==> config.mk <==
export PLATFORM = sky130hd
export DESIGN_NAME = adcc_top
export DESIGN_NICKNAME = d
export VERILOG_FILES = /design/src/logic/adcc_pkg.sv /design/src/logic/adcc_top.sv /design/src/logic/adcc_result.sv /design/src/logic/adcc_watch.sv
export VERILOG_INCLUDE_DIRS = /design/src /design/src/logic
export SDC_FILE = /design/constraint.sdc
export NUM_CORES = 1
export LEC_CHECK = 0
export BUFFER_PORTS_ARGS = -buffer_cell sky130_fd_sc_hd__buf_4
export CAP_MARGIN = 10
export CORE_ASPECT_RATIO = 0.7
export CORE_MARGIN = 3
export CORE_UTILIZATION = 50
export CTS_CLUSTER_DIAMETER = 150
export DETAILED_ROUTE_END_ITERATION = 10
export PLACE_DENSITY = 0.71
export SLEW_MARGIN = 25
export SYNTH_ARGS = -nofsm -noshare
export SYNTH_HDL_FRONTEND = slang
export SYNTH_SLANG_ARGS = --single-unit
==> constraint.sdc <==
create_clock -name clk_i -period 12.5 [get_ports clk_i]
set_input_delay 2.5 -clock clk_i [delete_from_list [all_inputs] [get_ports clk_i]]
set_output_delay 2.5 -clock clk_i [all_outputs]
set_load 0.02 [all_outputs]
==> src/logic/adcc_map.svh <==
`ifndef ADCC_MAP_SVH
`define ADCC_MAP_SVH
// register byte offsets
`define ADCC_OFS_CTRL_A 8'h04
`define ADCC_OFS_MODE 8'h08
`define ADCC_OFS_CTRL_B 8'h10
`define ADCC_OFS_HIGH 8'h14
`define ADCC_OFS_LOW 8'h18
`define ADCC_OFS_RESULT 8'h40
`define ADCC_OFS_ACCUM 8'h44
`define ADCC_OFS_STATUS 8'h48
`define ADCC_OFS_MASK 8'h4c
// conversion_control_a fields
`define ADCC_A_DMA_CONV 15
`define ADCC_A_DMA_SEQ 14
`define ADCC_A_WATCH_ALL 13
`define ADCC_A_WSEL_HI 11
`define ADCC_A_WSEL_LO 8
`define ADCC_A_ALIGN 6
`define ADCC_A_DISCARD 5
`define ADCC_A_INSEL_HI 3
`define ADCC_A_INSEL_LO 0
`define ADCC_A_MASK 32'h0000ef6f
// conversion_control_b fields
`define ADCC_B_ACC_CLR 9
`define ADCC_B_ACC_EN 8
`define ADCC_B_CNT_HI 7
`define ADCC_B_CNT_LO 0
`define ADCC_B_MASK 32'h000001ff
// mode register fields
`define ADCC_M_MODE_HI 2
`define ADCC_M_MODE_LO 0
`define ADCC_M_START 4
`define ADCC_M_STOP 5
`define ADCC_M_SINGLE_EN 8
`define ADCC_M_BUSY 16
// status and mask bits
`define ADCC_IRQ_W 5
`define ADCC_IRQ_CONV 0
`define ADCC_IRQ_SEQ 1
`define ADCC_IRQ_WATCH 2
`define ADCC_IRQ_OVR 3
`define ADCC_IRQ_FIN 4
// reset values
`define ADCC_CTRL_A_RST 32'h00000000
`define ADCC_CTRL_B_RST 32'h00000000
`define ADCC_HIGH_RST 12'hfff
`define ADCC_LOW_RST 12'h000
`endif

==> src/logic/adcc_pkg.sv <==
`include "adcc_map.svh"
package adcc_pkg;
  typedef enum logic [1:0] {ADCC_IDLE = 2'b01, ADCC_RUN = 2'b10} adcc_state_t;
  typedef enum logic [2:0] {
    ADCC_M_SINGLE_ONCE = 3'h0, ADCC_M_SINGLE_MULTI = 3'h1, ADCC_M_SINGLE_CONT = 3'h2,
    ADCC_M_SEQ_CONT = 3'h3, ADCC_M_SEQ_SCAN = 3'h4, ADCC_M_SEQ_MULTI = 3'h5,
    ADCC_M_SEQ_PAUSE = 3'h6
  } adcc_mode_t;
  typedef struct packed {
    logic ack;
    logic [31:0] rdata;
    logic [31:0] ctrl_a;
    logic [31:0] ctrl_b;
    logic [2:0] mode;
    logic single_en;
    logic [11:0] high;
    logic [11:0] low;
    logic [31:0] accum;
    logic [`ADCC_IRQ_W-1:0] status;
    logic [`ADCC_IRQ_W-1:0] mask;
    adcc_state_t state;
    logic [7:0] remain;
    logic dma_conv;
    logic dma_seq;
    logic irq;
    logic run;
  } adcc_top_t;
  typedef struct packed {
    logic [15:0] result;
    logic unread;
  } adcc_res_t;
  typedef struct packed {
    logic hit;
  } adcc_wd_t;
endpackage

==> src/logic/adcc_top.sv <==
// Overview of operation
// (RL1) per-conversion DMA enable issues a DMA request after each conversion
// (RL2) sequence DMA enable issues a DMA request when a sequence ends
// (RL3) all-channel watchdog bit makes every channel's result checked
// (RL4) four-bit field picks the one channel the watchdog checks
// (RL5) justification bit puts result in bits 11:0 or 15:4
// (RL6) unread result is overwritten or new result dropped per policy bit
// (RL7) four-bit input select chooses the converted input in single-channel modes
// (RL8) writing one clears the accumulator; the clear bit reads zero
// (RL9) accumulate enable adds every result into the accumulator
// (RL10) multiple-conversion modes perform count plus one conversions (sequences in sequence-multiple) then stop
// (RL11) software keeps reserved bits at their reset value
// (RL12) both control registers reset to zero
// (RL13) the count applies to modes single-multiple and sequence-multiple
// (RL14) watchdog compares against twelve-bit high and low limits
// (RL15) an out-of-window watched result sets a software-visible flag
`timescale 1ns/1ps
`default_nettype none
`include "adcc_map.svh"
module adcc_top
  import adcc_pkg::*;
(
  // clock and reset
  input wire logic clk_i,
  input wire logic rst_i,
  // wishbone slave
  input wire logic wb_cyc_i,
  input wire logic wb_stb_i,
  input wire logic wb_we_i,
  input wire logic [7:0] wb_adr_i,
  input wire logic [3:0] wb_sel_i,
  input wire logic [31:0] wb_dat_i,
  output logic wb_ack_o,
  output logic [31:0] wb_dat_o,
  // converter core
  input wire logic conv_done_i,
  input wire logic [3:0] conv_chan_i,
  input wire logic [11:0] conv_data_i,
  input wire logic seq_done_i,
  output logic core_run_o,
  output logic [2:0] conv_mode_o,
  output logic [3:0] input_select_o,
  // dma and interrupt
  output logic dma_conv_req_o,
  output logic dma_seq_req_o,
  output logic irq_o
);
  adcc_top_t s, n;
  logic wr_fire;
  logic rd_take;
  logic acc_clr;
  logic tick;
  logic fin;
  logic watch_hit;
  logic overrun;
  logic [15:0] result;
  logic unread;
  logic [31:0] rd_val;
  logic [`ADCC_IRQ_W-1:0] events;

  // byte-lane merge of a wishbone write
  function automatic logic [31:0] merge(input logic [31:0] old, input logic [31:0] wdat,
                                        input logic [3:0] sel);
    logic [31:0] r;
    r = old;
    for (int i = 0; i < 4; i++)
    begin
      if (sel[i])
        r[8*i +: 8] = wdat[8*i +: 8];
    end
    return r;
  endfunction

  // address decode shared by reads and writes
  function automatic logic hit(input logic [7:0] adr, input logic [7:0] ofs);
    return adr[7:2] == ofs[7:2];
  endfunction

  // a write lands on the edge that samples ack; a read is captured one edge
  // earlier, where its side effects also happen so no event slips between
  assign wr_fire = wb_cyc_i && wb_stb_i && wb_we_i && s.ack;
  assign rd_take = wb_cyc_i && wb_stb_i && !wb_we_i && !s.ack;
  assign acc_clr = wr_fire && hit(wb_adr_i, `ADCC_OFS_CTRL_B) && wb_sel_i[1]
                   && wb_dat_i[`ADCC_B_ACC_CLR];

  // single-channel modes count conversions, sequence modes count sequences
  assign tick = (s.mode[2] || s.mode == ADCC_M_SEQ_CONT) ? seq_done_i : conv_done_i;

  adcc_result u_result (
    .clk_i(clk_i),
    .rst_i(rst_i),
    .store_i(conv_done_i),
    .data_i(conv_data_i),
    .align_left_i(s.ctrl_a[`ADCC_A_ALIGN]), // RL5
    .discard_i(s.ctrl_a[`ADCC_A_DISCARD]), // RL6
    .read_i(rd_take && hit(wb_adr_i, `ADCC_OFS_RESULT)),
    .result_o(result),
    .unread_o(unread),
    .overrun_o(overrun)
  );

  adcc_watch u_watch (
    .clk_i(clk_i),
    .rst_i(rst_i),
    .watch_all_i(s.ctrl_a[`ADCC_A_WATCH_ALL]), // RL3
    .single_en_i(s.single_en),
    .select_i(s.ctrl_a[`ADCC_A_WSEL_HI:`ADCC_A_WSEL_LO]), // RL4
    .high_i(s.high),
    .low_i(s.low),
    .valid_i(conv_done_i),
    .chan_i(conv_chan_i),
    .data_i(conv_data_i),
    .hit_o(watch_hit)
  );

  // read multiplexer; reserved bits read as zero, clear bit always zero
  always_comb
  begin
    rd_val = 32'h0;
    if (hit(wb_adr_i, `ADCC_OFS_CTRL_A))
      rd_val = s.ctrl_a;
    else if (hit(wb_adr_i, `ADCC_OFS_CTRL_B))
      rd_val = s.ctrl_b; // RL8
    else if (hit(wb_adr_i, `ADCC_OFS_MODE))
    begin
      rd_val[`ADCC_M_MODE_HI:`ADCC_M_MODE_LO] = s.mode;
      rd_val[`ADCC_M_SINGLE_EN] = s.single_en;
      rd_val[`ADCC_M_BUSY] = s.run;
    end
    else if (hit(wb_adr_i, `ADCC_OFS_HIGH))
      rd_val[11:0] = s.high;
    else if (hit(wb_adr_i, `ADCC_OFS_LOW))
      rd_val[11:0] = s.low;
    else if (hit(wb_adr_i, `ADCC_OFS_RESULT))
      rd_val[15:0] = result;
    else if (hit(wb_adr_i, `ADCC_OFS_ACCUM))
      rd_val = s.accum;
    else if (hit(wb_adr_i, `ADCC_OFS_STATUS))
      rd_val[`ADCC_IRQ_W-1:0] = s.status;
    else if (hit(wb_adr_i, `ADCC_OFS_MASK))
      rd_val[`ADCC_IRQ_W-1:0] = s.mask;
  end

  // next-state logic for bus, registers, sequencer, dma and interrupt
  always_comb
  begin
    n = s;
    fin = 1'b0;
    n.ack = wb_cyc_i && wb_stb_i && !s.ack;
    if (rd_take)
      n.rdata = rd_val;

    // register writes; reserved bits are never stored
    if (wr_fire)
    begin
      if (hit(wb_adr_i, `ADCC_OFS_CTRL_A))
        n.ctrl_a = merge(s.ctrl_a, wb_dat_i, wb_sel_i) & `ADCC_A_MASK;
      else if (hit(wb_adr_i, `ADCC_OFS_CTRL_B))
        n.ctrl_b = merge(s.ctrl_b, wb_dat_i, wb_sel_i) & `ADCC_B_MASK;
      else if (hit(wb_adr_i, `ADCC_OFS_MODE) && wb_sel_i[0])
        n.mode = wb_dat_i[`ADCC_M_MODE_HI:`ADCC_M_MODE_LO];
      else if (hit(wb_adr_i, `ADCC_OFS_HIGH))
        n.high = 12'(merge({20'h0, s.high}, wb_dat_i, wb_sel_i)); // RL14
      else if (hit(wb_adr_i, `ADCC_OFS_LOW))
        n.low = 12'(merge({20'h0, s.low}, wb_dat_i, wb_sel_i));
      else if (hit(wb_adr_i, `ADCC_OFS_MASK) && wb_sel_i[0])
        n.mask = wb_dat_i[`ADCC_IRQ_W-1:0];
      if (hit(wb_adr_i, `ADCC_OFS_MODE) && wb_sel_i[1])
        n.single_en = wb_dat_i[`ADCC_M_SINGLE_EN];
    end

    // accumulator: a clear in the same cycle as an accumulated result leaves just that result
    if (acc_clr)
      n.accum = 32'h0; // RL8
    if (conv_done_i && s.ctrl_b[`ADCC_B_ACC_EN])
      n.accum = n.accum + {20'h0, conv_data_i}; // RL9

    // conversion run sequencer
    case (s.state)
      ADCC_IDLE:
      begin
        if (wr_fire && hit(wb_adr_i, `ADCC_OFS_MODE) && wb_sel_i[0]
            && wb_dat_i[`ADCC_M_START])
        begin
          n.state = ADCC_RUN;
          n.run = 1'b1;
          n.remain = s.ctrl_b[`ADCC_B_CNT_HI:`ADCC_B_CNT_LO]; // RL10
        end
      end
      ADCC_RUN:
      begin
        if (wr_fire && hit(wb_adr_i, `ADCC_OFS_MODE) && wb_sel_i[0]
            && wb_dat_i[`ADCC_M_STOP])
        begin
          n.state = ADCC_IDLE;
          n.run = 1'b0;
        end
        else if (tick)
        begin
          if (s.mode == ADCC_M_SINGLE_MULTI || s.mode == ADCC_M_SEQ_MULTI) // RL13
          begin
            if (s.remain == 8'h00)
              fin = 1'b1; // RL10
            else
              n.remain = s.remain - 8'h01;
          end
          else if (s.mode != ADCC_M_SINGLE_CONT && s.mode != ADCC_M_SEQ_CONT)
            fin = 1'b1;
          if (fin)
          begin
            n.state = ADCC_IDLE;
            n.run = 1'b0;
          end
        end
      end
      default:
      begin
        n.state = ADCC_IDLE;
        n.run = 1'b0;
      end
    endcase

    // dma requests, one cycle per event
    n.dma_conv = conv_done_i && s.ctrl_a[`ADCC_A_DMA_CONV]; // RL1
    n.dma_seq = seq_done_i && s.ctrl_a[`ADCC_A_DMA_SEQ]; // RL2

    // sticky status: a status read clears what it returned, a new event wins
    events = '0;
    events[`ADCC_IRQ_CONV] = conv_done_i;
    events[`ADCC_IRQ_SEQ] = seq_done_i;
    events[`ADCC_IRQ_WATCH] = watch_hit; // RL15
    events[`ADCC_IRQ_OVR] = overrun && unread;
    events[`ADCC_IRQ_FIN] = fin;
    if (rd_take && hit(wb_adr_i, `ADCC_OFS_STATUS))
      n.status = '0;
    n.status = n.status | events;
    n.irq = |(n.status & n.mask);
  end

  // state register
  always_ff @(posedge clk_i)
  begin
    if (rst_i)
    begin
      s <= '0;
      s.ctrl_a <= `ADCC_CTRL_A_RST; // RL12
      s.ctrl_b <= `ADCC_CTRL_B_RST; // RL12
      s.high <= `ADCC_HIGH_RST;
      s.low <= `ADCC_LOW_RST;
      s.state <= ADCC_IDLE;
    end
    else
      s <= n;
  end

  // outputs straight from flops
  assign wb_ack_o = s.ack;
  assign wb_dat_o = s.rdata;
  assign core_run_o = s.run;
  assign conv_mode_o = s.mode;
  assign input_select_o = s.ctrl_a[`ADCC_A_INSEL_HI:`ADCC_A_INSEL_LO]; // RL7
  assign dma_conv_req_o = s.dma_conv;
  assign dma_seq_req_o = s.dma_seq;
  assign irq_o = s.irq;
endmodule
`default_nettype wire

==> src/logic/adcc_result.sv <==
`timescale 1ns/1ps
`default_nettype none
// result holder: justification and unread-data policy
module adcc_result
  import adcc_pkg::*;
(
  // clock and reset
  input wire logic clk_i,
  input wire logic rst_i,
  // new result and policy
  input wire logic store_i,
  input wire logic [11:0] data_i,
  input wire logic align_left_i,
  input wire logic discard_i,
  // software read of the result
  input wire logic read_i,
  // held result
  output logic [15:0] result_o,
  output logic unread_o,
  output logic overrun_o
);
  adcc_res_t s, n;

  // a store in the read cycle keeps unread set, unless discard drops it against an old unread word
  always_comb
  begin
    n = s;
    overrun_o = store_i && s.unread;
    if (read_i)
      n.unread = 1'b0;
    if (store_i && !(s.unread && discard_i)) // RL6
    begin
      n.result = align_left_i ? {data_i, 4'h0} : {4'h0, data_i}; // RL5
      n.unread = 1'b1;
    end
  end

  always_ff @(posedge clk_i)
  begin
    if (rst_i)
      s <= '0;
    else
      s <= n;
  end

  assign result_o = s.result;
  assign unread_o = s.unread;
endmodule
`default_nettype wire

==> src/logic/adcc_watch.sv <==
`timescale 1ns/1ps
`default_nettype none
// analog watchdog window compare
module adcc_watch
  import adcc_pkg::*;
(
  // clock and reset
  input wire logic clk_i,
  input wire logic rst_i,
  // configuration
  input wire logic watch_all_i,
  input wire logic single_en_i,
  input wire logic [3:0] select_i,
  input wire logic [11:0] high_i,
  input wire logic [11:0] low_i,
  // converted result
  input wire logic valid_i,
  input wire logic [3:0] chan_i,
  input wire logic [11:0] data_i,
  // one-cycle hit pulse
  output logic hit_o
);
  adcc_wd_t s, n;
  logic watched;

  // every channel, the one selected channel when single_en_i is set, or no channel is compared
  always_comb
  begin
    watched = watch_all_i || (single_en_i && chan_i == select_i); // RL3 RL4
    n.hit = valid_i && watched && (data_i > high_i || data_i < low_i); // RL14 RL15
  end

  always_ff @(posedge clk_i)
  begin
    if (rst_i)
      s <= '0;
    else
      s <= n;
  end

  assign hit_o = s.hit;
endmodule
`default_nettype wire

# ---- Word-level counts from Yosys, hierarchy flattened
# Cells that the tools add are included.
dict set report totals {
  reg_bits 157
  out_inout_bits 44
}
dict set report op_classes {
  magnitude_cmp 2
  mux 55
  eq_ne 24
  add_sub_neg 2
  n_bitwise 6
  reduce_logical 52
}
# operator count
set ops {}
lappend ops {{$mux W32} 4}
lappend ops {{$mux W5} 12}
lappend ops {{$mux W16} 3}
lappend ops {{$mux W20} 2}
lappend ops {{$add A32 B12 Y32} 1}
lappend ops {{$logic_and A1 B1 Y1} 29}
lappend ops {{$mux W27} 1}
lappend ops {{$eq A6 B5 Y1 const B} 4}
lappend ops {{$mux W12} 2}
lappend ops {{$mux W8} 3}
lappend ops {{$mux W10} 2}
lappend ops {{$eq A6 B3 Y1 const B} 3}
lappend ops {{$mux W1} 18}
lappend ops {{$reduce_and A6 Y1} 3}
lappend ops {{$pmux W8 S2} 1}
lappend ops {{$mux W15} 1}
lappend ops {{$reduce_and A7 Y1} 2}
lappend ops {{$gt A12 B12 Y1} 1}
lappend ops {{$lt A12 B12 Y1} 1}
lappend ops {{$reduce_and A4 Y1} 3}
lappend ops {{$ne A2 B2 Y1 const B} 5}
lappend ops {{$reduce_and A3 Y1} 3}
lappend ops {{$logic_not A8 Y1} 1}
lappend ops {{$sub A8 B1 Y8 const B} 1}
lappend ops {{other kinds (23)} 35}

# ---- Longest topological paths before layout
# Gate-level depths: netlist of the first run.
dict set report depth {
  depth_word 14
  ltp_mapped 16
  mapped_depth_nobuf 12
}

# ---- Modules after synthesis
# Synthesis of the first run repeated with hierarchy kept, for this count alone.
dict set report unflattened {
  cells_unflattened 1024
  area_unflattened_um2 8629.5
}
# module area_per_inst_um2 n_inst cells_each
set by_module_without_submodules {}
lappend by_module_without_submodules {adcc_top 7221.9 1 857}
lappend by_module_without_submodules {adcc_result 753.2 1 77}
lappend by_module_without_submodules {adcc_watch 654.4 1 90}

# ---- Least setup slack after synthesis of the first run
# No wires, ideal clock.
dict set report synth_path {
  path_kind {input -> register}
  from {input port wb_adr_i[5]}
  to {register s[37] (netlist bit)}
  t_required_ps 12368
  path_slack_ps 6583
  setup_time_ps 132
  arrival_ps 5785
  path_buffers 5
  stages 16
  cell_sequence {or4b_1 buf_4 nor4bb_4 buf_6 nand2_2 clkbuf_1 and2_1 ha_1 a211oi_1 o21ai_0 and4_1 clkbuf_1 o21ai_0 clkbuf_1 or3_1 a21oi_1}
}
dict set report synth_between {
  elab_chain_len 7
}
# item line_no
set synth_rtl {}
lappend synth_rtl {{start: declaration} adcc_top.sv:30} ;# input wire logic [7:0] wb_adr_i,
lappend synth_rtl {{$eq A6 B3 Y1 *} adcc_top.sv:76} ;# return adr[7:2] == ofs[7:2];
lappend synth_rtl {{$logic_and A1 B1 Y1 * (3 in series)} adcc_top.sv:83} ;# assign acc_clr = wr_fire && hit(wb_adr_i, `ADCC_OFS_CTRL_B) && wb_sel_i[1]
lappend synth_rtl {{$mux W32 *} adcc_top.sv:173} ;# if (acc_clr)
lappend synth_rtl {{$add A32 B12 Y32} adcc_top.sv:176} ;# n.accum = n.accum + {20'h0, conv_data_i};
lappend synth_rtl {{$mux W32 *} adcc_top.sv:175} ;# if (conv_done_i && s.ctrl_b[`ADCC_B_ACC_EN])
lappend synth_rtl {{end signal: assignment} adcc_top.sv:253} ;# s <= n;
lappend synth_rtl {{end: declaration} adcc_top.sv:48} ;# adcc_top_t s, n;
# Every way passes the cells marked *; elsewhere a longest branch is shown, timed or not.
# A chain may end at the register's enable or synchronous reset.

# ---- Final worst setup path of the first run
dict set report layout_path {
  from {input port wb_adr_i[4]}
  to {register s[52] (netlist bit)}
}
# Same word-level chain as after synthesis.

==> reports/metrics.yaml, run 1 <==
critPathKind: "primary input to flop"
maxCapViolCount: 0
p_leak_nw: 3.82
synth_top_area_cell: "dfxtp_1"
synth-edff-count: 0
clk_path_buf_depth: 2
die_h_microns: 116
clkLatencyLatePin_ns: 0.43
setup_slack_ns: 5.79
syn-cell-area_sq_mm: 0.00858
wire_per_inst_microns: 19.0
viasPerCell: 6.04
antenna_cells: 0
final_cell_area_sq_mm: 0.00964
dpl-instance-area_sq_mm: 0.00906
busiest_layer: "met1"
period_share_pct: 53.7
antenna_left: 0
fin_skew_ns: 0.00926
vdd_drop_max_mv: 0.0909
core_area_sq_mm: 0.0165
synthCells: 1049
timing.setup.tns_ns: 0
cts_setup_buffers: 0
htreeDepth: 4
fmax_ghz: 0.149
syn_to_final_growth_pct: 12.4
synth_nets: 1153
final_hold_viol_count: 0
gp_congestion: 0.919
power_density_mw_per_mm2: 114
use_met3_pct: 7.65
drt_iter0_drc: 1019
row_count: 39
min_period_ns: 6.71
cts_tree: "yes"
dieArea_sq_mm: 0.0188
drcViolationCount: 0
synth_cell_types: 73
grt_use_met1_pct: 41.7
cts-root-buf: "clkbuf_16"
final_cell_mix: "dfxtp_1 (156), nand2_1 (117), nor2_1 (105)"
first_pass_iters: 5
ys_seq_elements: 156
dpl.hpwl_microns: 17800
grt_usage_pct: 26.7
avgSynthCellArea_sq_um: 8.18
drt-total-wl_microns: 24800
synth_top_area_share_pct: 36.4
fin_util_pct: 58.3
yosys-top-cells-area: "dfxtp_1 (36%), a21oi_1 (6.0%), ha_1 (5.3%), nand2_1 (5.1%), nor2_1 (4.6%)"
clock-sinks: 156
finalSetupViolations: 0
fillCellCount: 1495
drv_slew: 0
pre_cts_slack_ns: 5.47
cts_made_buffers: 17
holdBufCountCts: 0
tightest_slew_ns: 1.04
drive_above_1_share_pct: 14.1
start_util_pct: 51.8
io-pin-count: 111
yosysWarnings: 0
status: "finished, final reports clean"
worst_hold_path_type: "flop to flop"
grt_antenna_before_repair: 0
crit_fanout: 22
grt_overflow: 0
yosysSeqAreaShare_pct: 36.4
slew-limit-headroom_pct: 30.1
final_common_cell: "dfxtp_1"
nets: 1169
finalPower_mw: 1.10
io_buffer_count: 89
grt_start_max_net_pins: 101
cts_resized: 0
grt_pass1_vias: 6909
die_x_microns: 163
cts.clk_slew.worst_paths_ns: 0.07
rrSetupSlack_ns: 7.97
grt_pass1_wl_microns: 39400
end_kind: "flop"
ys.flop_type: "dfxtp_1"
grt_setup_unrepaired: "no"
met2_usage_pct: 35.8
crit_required_ns: 12.88
vias: 7874
ys_async_sr_fraction_pct: 0
start_kind: "primary input"
arrival_ns: 7.09
[worst max-delay path: stages]
cell      delay [ns]
buf_4           0.25
or4b_1          0.68
nor4bb_4        0.63
nand2_2         0.43
and2_1          0.31
ha_1            0.22
fa_1            0.41
a21o_1          0.20
a21oi_1         0.35
o21a_1          0.23
o211ai_1        0.36
a311oi_1        0.36
a41o_1          0.13
[per-layer routing]
layer | vias to the layer above | wire length [microns]
met2 | 356 | 9620
met1 | 3729 | 12100
li1 | 3768 | -
met5 | - | 0
met3 | 21 | 2840
met4 | 0 | 221
[power by group]
part | leakage [nW] | internal (mW) | switching (mW)
sequential | 1.26 | 0.503 | 0.00408
combinational | 2.29 | 0.0319 | 0.0548
clock | 0.276 | 0.273 | 0.234
[logic make-up (layout without fill, tap and decap cells)]
kind of cell | Yosys count | in the layout | share of synthesized area [%]
adders and majority gates | 37 | 37 | 5.49
AOI/OAI and AO/OA | 271 | 271 | 20.6
muxes | 44 | 44 | 5.91
and+or+nand+nor | 391 | 391 | 22.3
DFF | 156 | 156 | 36.4
xor gates and xnor gates | 14 | 14 | 1.43
buffers and inverters | 136 | 165 | 7.91
[state kept, by name, indices dropped and copies added, names as in the netlist, 3 cells and up]
register and flops:
s 95, u_result.result_o 16, conv_mode_o 3, wb_dat_o 32, input_select_o 4
[cell usage after synthesis, types with 36 or more instances]
cell,count
dfxtp_1,156
inv_1,38
buf_4,40
a21oi_1,102
mux2i_1,36
o21ai_0,40
ha_1,36
clkbuf_1,46
nand2_1,117
nor2_1,105
nand3_1,44
[metrics by stage]
stage                     hold WS [ns]  cells
final                            0.453   1303
after global routing             0.472   1303
after CTS                        0.455   1303
after detailed placement         0.447   1271
after global placement           0.439   1271
after floorplan                  0.422   1049
[path summary, 6_finish.rpt]
check | from | endpoint | cells after the start
worst max-delay path | wb_adr_i[4] | s[52] | 13
worst min-delay path | wb_dat_o[25] | wb_dat_o[25] | 2
worst min register to register | wb_dat_o[25] | wb_dat_o[25] | 2
worst max register to register | wb_ack_o | s[52] | 12
[area by class of cell]
type	instances	area, sq um	share of cell area [%]
Inverter	38	143	1.48
Clock inverter	13	125	1.30
Multi-Input combinational cell	757	4800	49.8
Clock buffer	19	453	4.70
Tap cell	225	282	2.92
Timing Repair Buffer	95	717	7.43
Sequential cell	156	3120	32.4
Note: power is estimated with default switching activity, not from simulation.
==> inputs of run 2 (changes only) <==
==> constraint.sdc (replaced) <==
create_clock -name clk_i -period 6.53 [get_ports clk_i]
set_input_delay 1.306 -clock clk_i [delete_from_list [all_inputs] [get_ports clk_i]]
set_output_delay 1.306 -clock clk_i [all_outputs]
set_load 0.02 [all_outputs]
==> reports/metrics.yaml, run 2 (same netlist as run 1, synthesis figures left out) <==
status: "finished, final reports clean"
fin_skew_ns: 0.00779  # -0.00146 ns
comb_power_share_pct: 7.4  # -0.5 points
holdBufCountCts: 0  # unchanged
p_seq_share_pct: 43.2  # -2.9 points
drt-total-wl_microns: 24900  # +0.52%
vdd_drop_max_mv: 0.137  # +51%
worst_path_max_delay_cell: "or4b_1"
grt_pass1_vias: 7042  # +1.9%
clock-sinks: 156  # unchanged
top_register: "s"
final_cell_mix: "dfxtp_1 (156), nand2_1 (117), nor2_1 (105)"
power_density_mw_per_mm2: 231  # +100%
maxCapViolCount: 0  # unchanged
tightest_slew_ns: 1.07  # +0.0246 ns
syn_to_final_growth_pct: 13.3
timing.setup.tns_ns: 0  # unchanged
grt_pass1_wl_microns: 39300  # -0.23%
drv_slew: 0  # unchanged
path_buf_inv: 2  # +1
p_int_mw: 1.68  # +110%
vias: 7812  # -0.79%
largest_reg_flops: 95  # unchanged
grt_overflow: 0  # unchanged
path_cells: "buf_4 > or4b_1 > nor4bb_4 > buf_4 > nand2_2 > and2_1 > ha_1 > fa_1 > a21o_1 > a21oi_1 > o21a_1 > o211ai_1 > a311oi_1 > a41o_1"
grt_usage_pct: 26.7  # +0.057 points
p_sw_mw: 0.566  # +93%
die_h_microns: 116  # unchanged
grt_antenna_before_repair: 0  # unchanged
pre_cts_slack_ns: 0.926  # -4.55 ns
clk_path_buf_depth: 2  # unchanged
gp_congestion: 0.893  # -2.9%
cp_top_family: "compound AO/OA/AOI/OAI gates"
crit_required_ns: 6.91  # -5.97 ns
switching_share_pct: 25.2  # -1.4 points
slowest_delay_ns: 0.69  # about the same
start_util_pct: 51.8  # unchanged
dieArea_sq_mm: 0.0188  # unchanged
slew-limit-headroom_pct: 28.4  # -1.7 points
path_common_cell: "buf_4"
arrival_ns: 5.64  # -1.45 ns
start_kind: "primary input"
critPathKind: "primary input to flop"
dpl.hpwl_microns: 17900  # +0.33%
io_buffer_count: 89  # unchanged
p_leak_nw: 3.87  # +1.2%
cts_tree: "yes"
crit_fanout: 22  # unchanged
wire_per_inst_microns: 19.1  # +0.44%
drive_above_1_share_pct: 14.2  # +0.080 points
cts-root-buf: "clkbuf_16"
cts_setup_buffers: 0  # unchanged
end_kind: "flop"
grt_start_max_net_pins: 91  # -9.9%
p_clk_share_pct: 49.4  # +3.3 points
htreeDepth: 4  # unchanged
setup_slack_ns: 1.27  # -4.52 ns
cts_resized: 0  # unchanged
die_x_microns: 163  # unchanged
worst_hold_path_type: "flop to flop"
row_count: 39  # unchanged
core_area_sq_mm: 0.0165  # unchanged
antenna_cells: 0  # unchanged
cts.clk_slew.worst_paths_ns: 0.07  # about the same
drcViolationCount: 0  # unchanged
first_pass_iters: 6  # +1
min_period_ns: 5.26
cts_made_buffers: 17  # unchanged
antenna_left: 0  # unchanged
fmax_ghz: 0.190
clkLatencyLatePin_ns: 0.43  # about the same
final_hold_viol_count: 0  # unchanged
nets: 1170  # +0.086%
viasPerCell: 5.99  # -0.86%
grt_setup_unrepaired: "no"
final_common_cell: "dfxtp_1"
finalSetupViolations: 0  # unchanged
period_share_pct: 80.5
io-pin-count: 111  # unchanged
drt_iter0_drc: 971  # -4.7%
==> run 2: cell types whose count changed in the layout (fill, tap and decap cells not counted) <==
cell,change
clkinv_8,-1
clkinv_4,-1
buf_4,+2
clkbuf_8,-2
inv_8,+2
bufinv_16,+4
clkinvlp_4,-2
clkinv_2,+1
inv_6,-1
buf_6,-1
==> run 2: power groups by stage <==
stage               Clock, mW  Sequential [mW]  Combinational [mW]
floorplan                   0            0.989              0.0996
global placement            0            0.992               0.161
detailed placement          0            0.992               0.162
CTS                      1.12            0.971               0.163
global route             1.16            0.971               0.180
finish                   1.11            0.971               0.166
==> run 2: layout make-up <==
| type | instances | area [sq um] |
|---|---|---|
| clock buffer | 17 | 425 |
| clock inverter | 15 | 224 |
| fill | 1475 | 6820 |
| inverter | 38 | 143 |
| multi-input combinational | 757 | 4800 |
| sequential | 156 | 3120 |
| tap | 225 | 282 |
| timing repair buffer | 96 | 721 |
==> run 2: worst paths after layout <==
path | start | to | slack [ns] | depth (start not counted)
worst max-delay path | wb_adr_i[4] | s[52] | 1.27 | 14
worst min-delay path | wb_dat_o[19] | wb_dat_o[19] | 0.45 | 2
worst max register to register | wb_ack_o | s[52] | 2.28 | 13
worst min register to register | wb_dat_o[19] | wb_dat_o[19] | 0.45 | 2
==> run 2: layer usage <==
| metal | part of all wire [%] | up-vias | wire [microns] | track usage [%] |
|---|---|---|---|---|
| met4 | 1.2 | 0 | 301 | 6.31 |
| met1 | 49 | 3634 | 12100 | 41.5 |
| met3 | 11 | 26 | 2790 | 8.18 |
| li1 | - | 3781 | - | - |
| met5 | 0 | - | 0 | 0 |
| met2 | 39 | 371 | 9700 | 35.6 |
==> run 2: worst min-delay path: stages, from the launching register on <==
cell and delay [ns]:
dfxtp_1 0.31, nand2_1 0.05, a21oi_1 0.05
==> run 2: per-stage QoR <==
| step | cells | power (mW) | instance area (sq um) | hold slack [ns] | utilization (%) |
|---|---|---|---|---|---|
| global placement | 1272 | 1.15 | 9070 | 0.440 | 54.8 |
| floorplan | 1049 | 1.09 | 8580 | 0.422 | - |
| global route | 1304 | 2.32 | 9720 | 0.476 | 58.8 |
| finish | 1304 | 2.25 | 9720 | 0.450 | 58.8 |
| detailed placement | 1272 | 1.15 | 9070 | 0.445 | 54.8 |
| CTS | 1304 | 2.25 | 9720 | 0.455 | 58.8 |
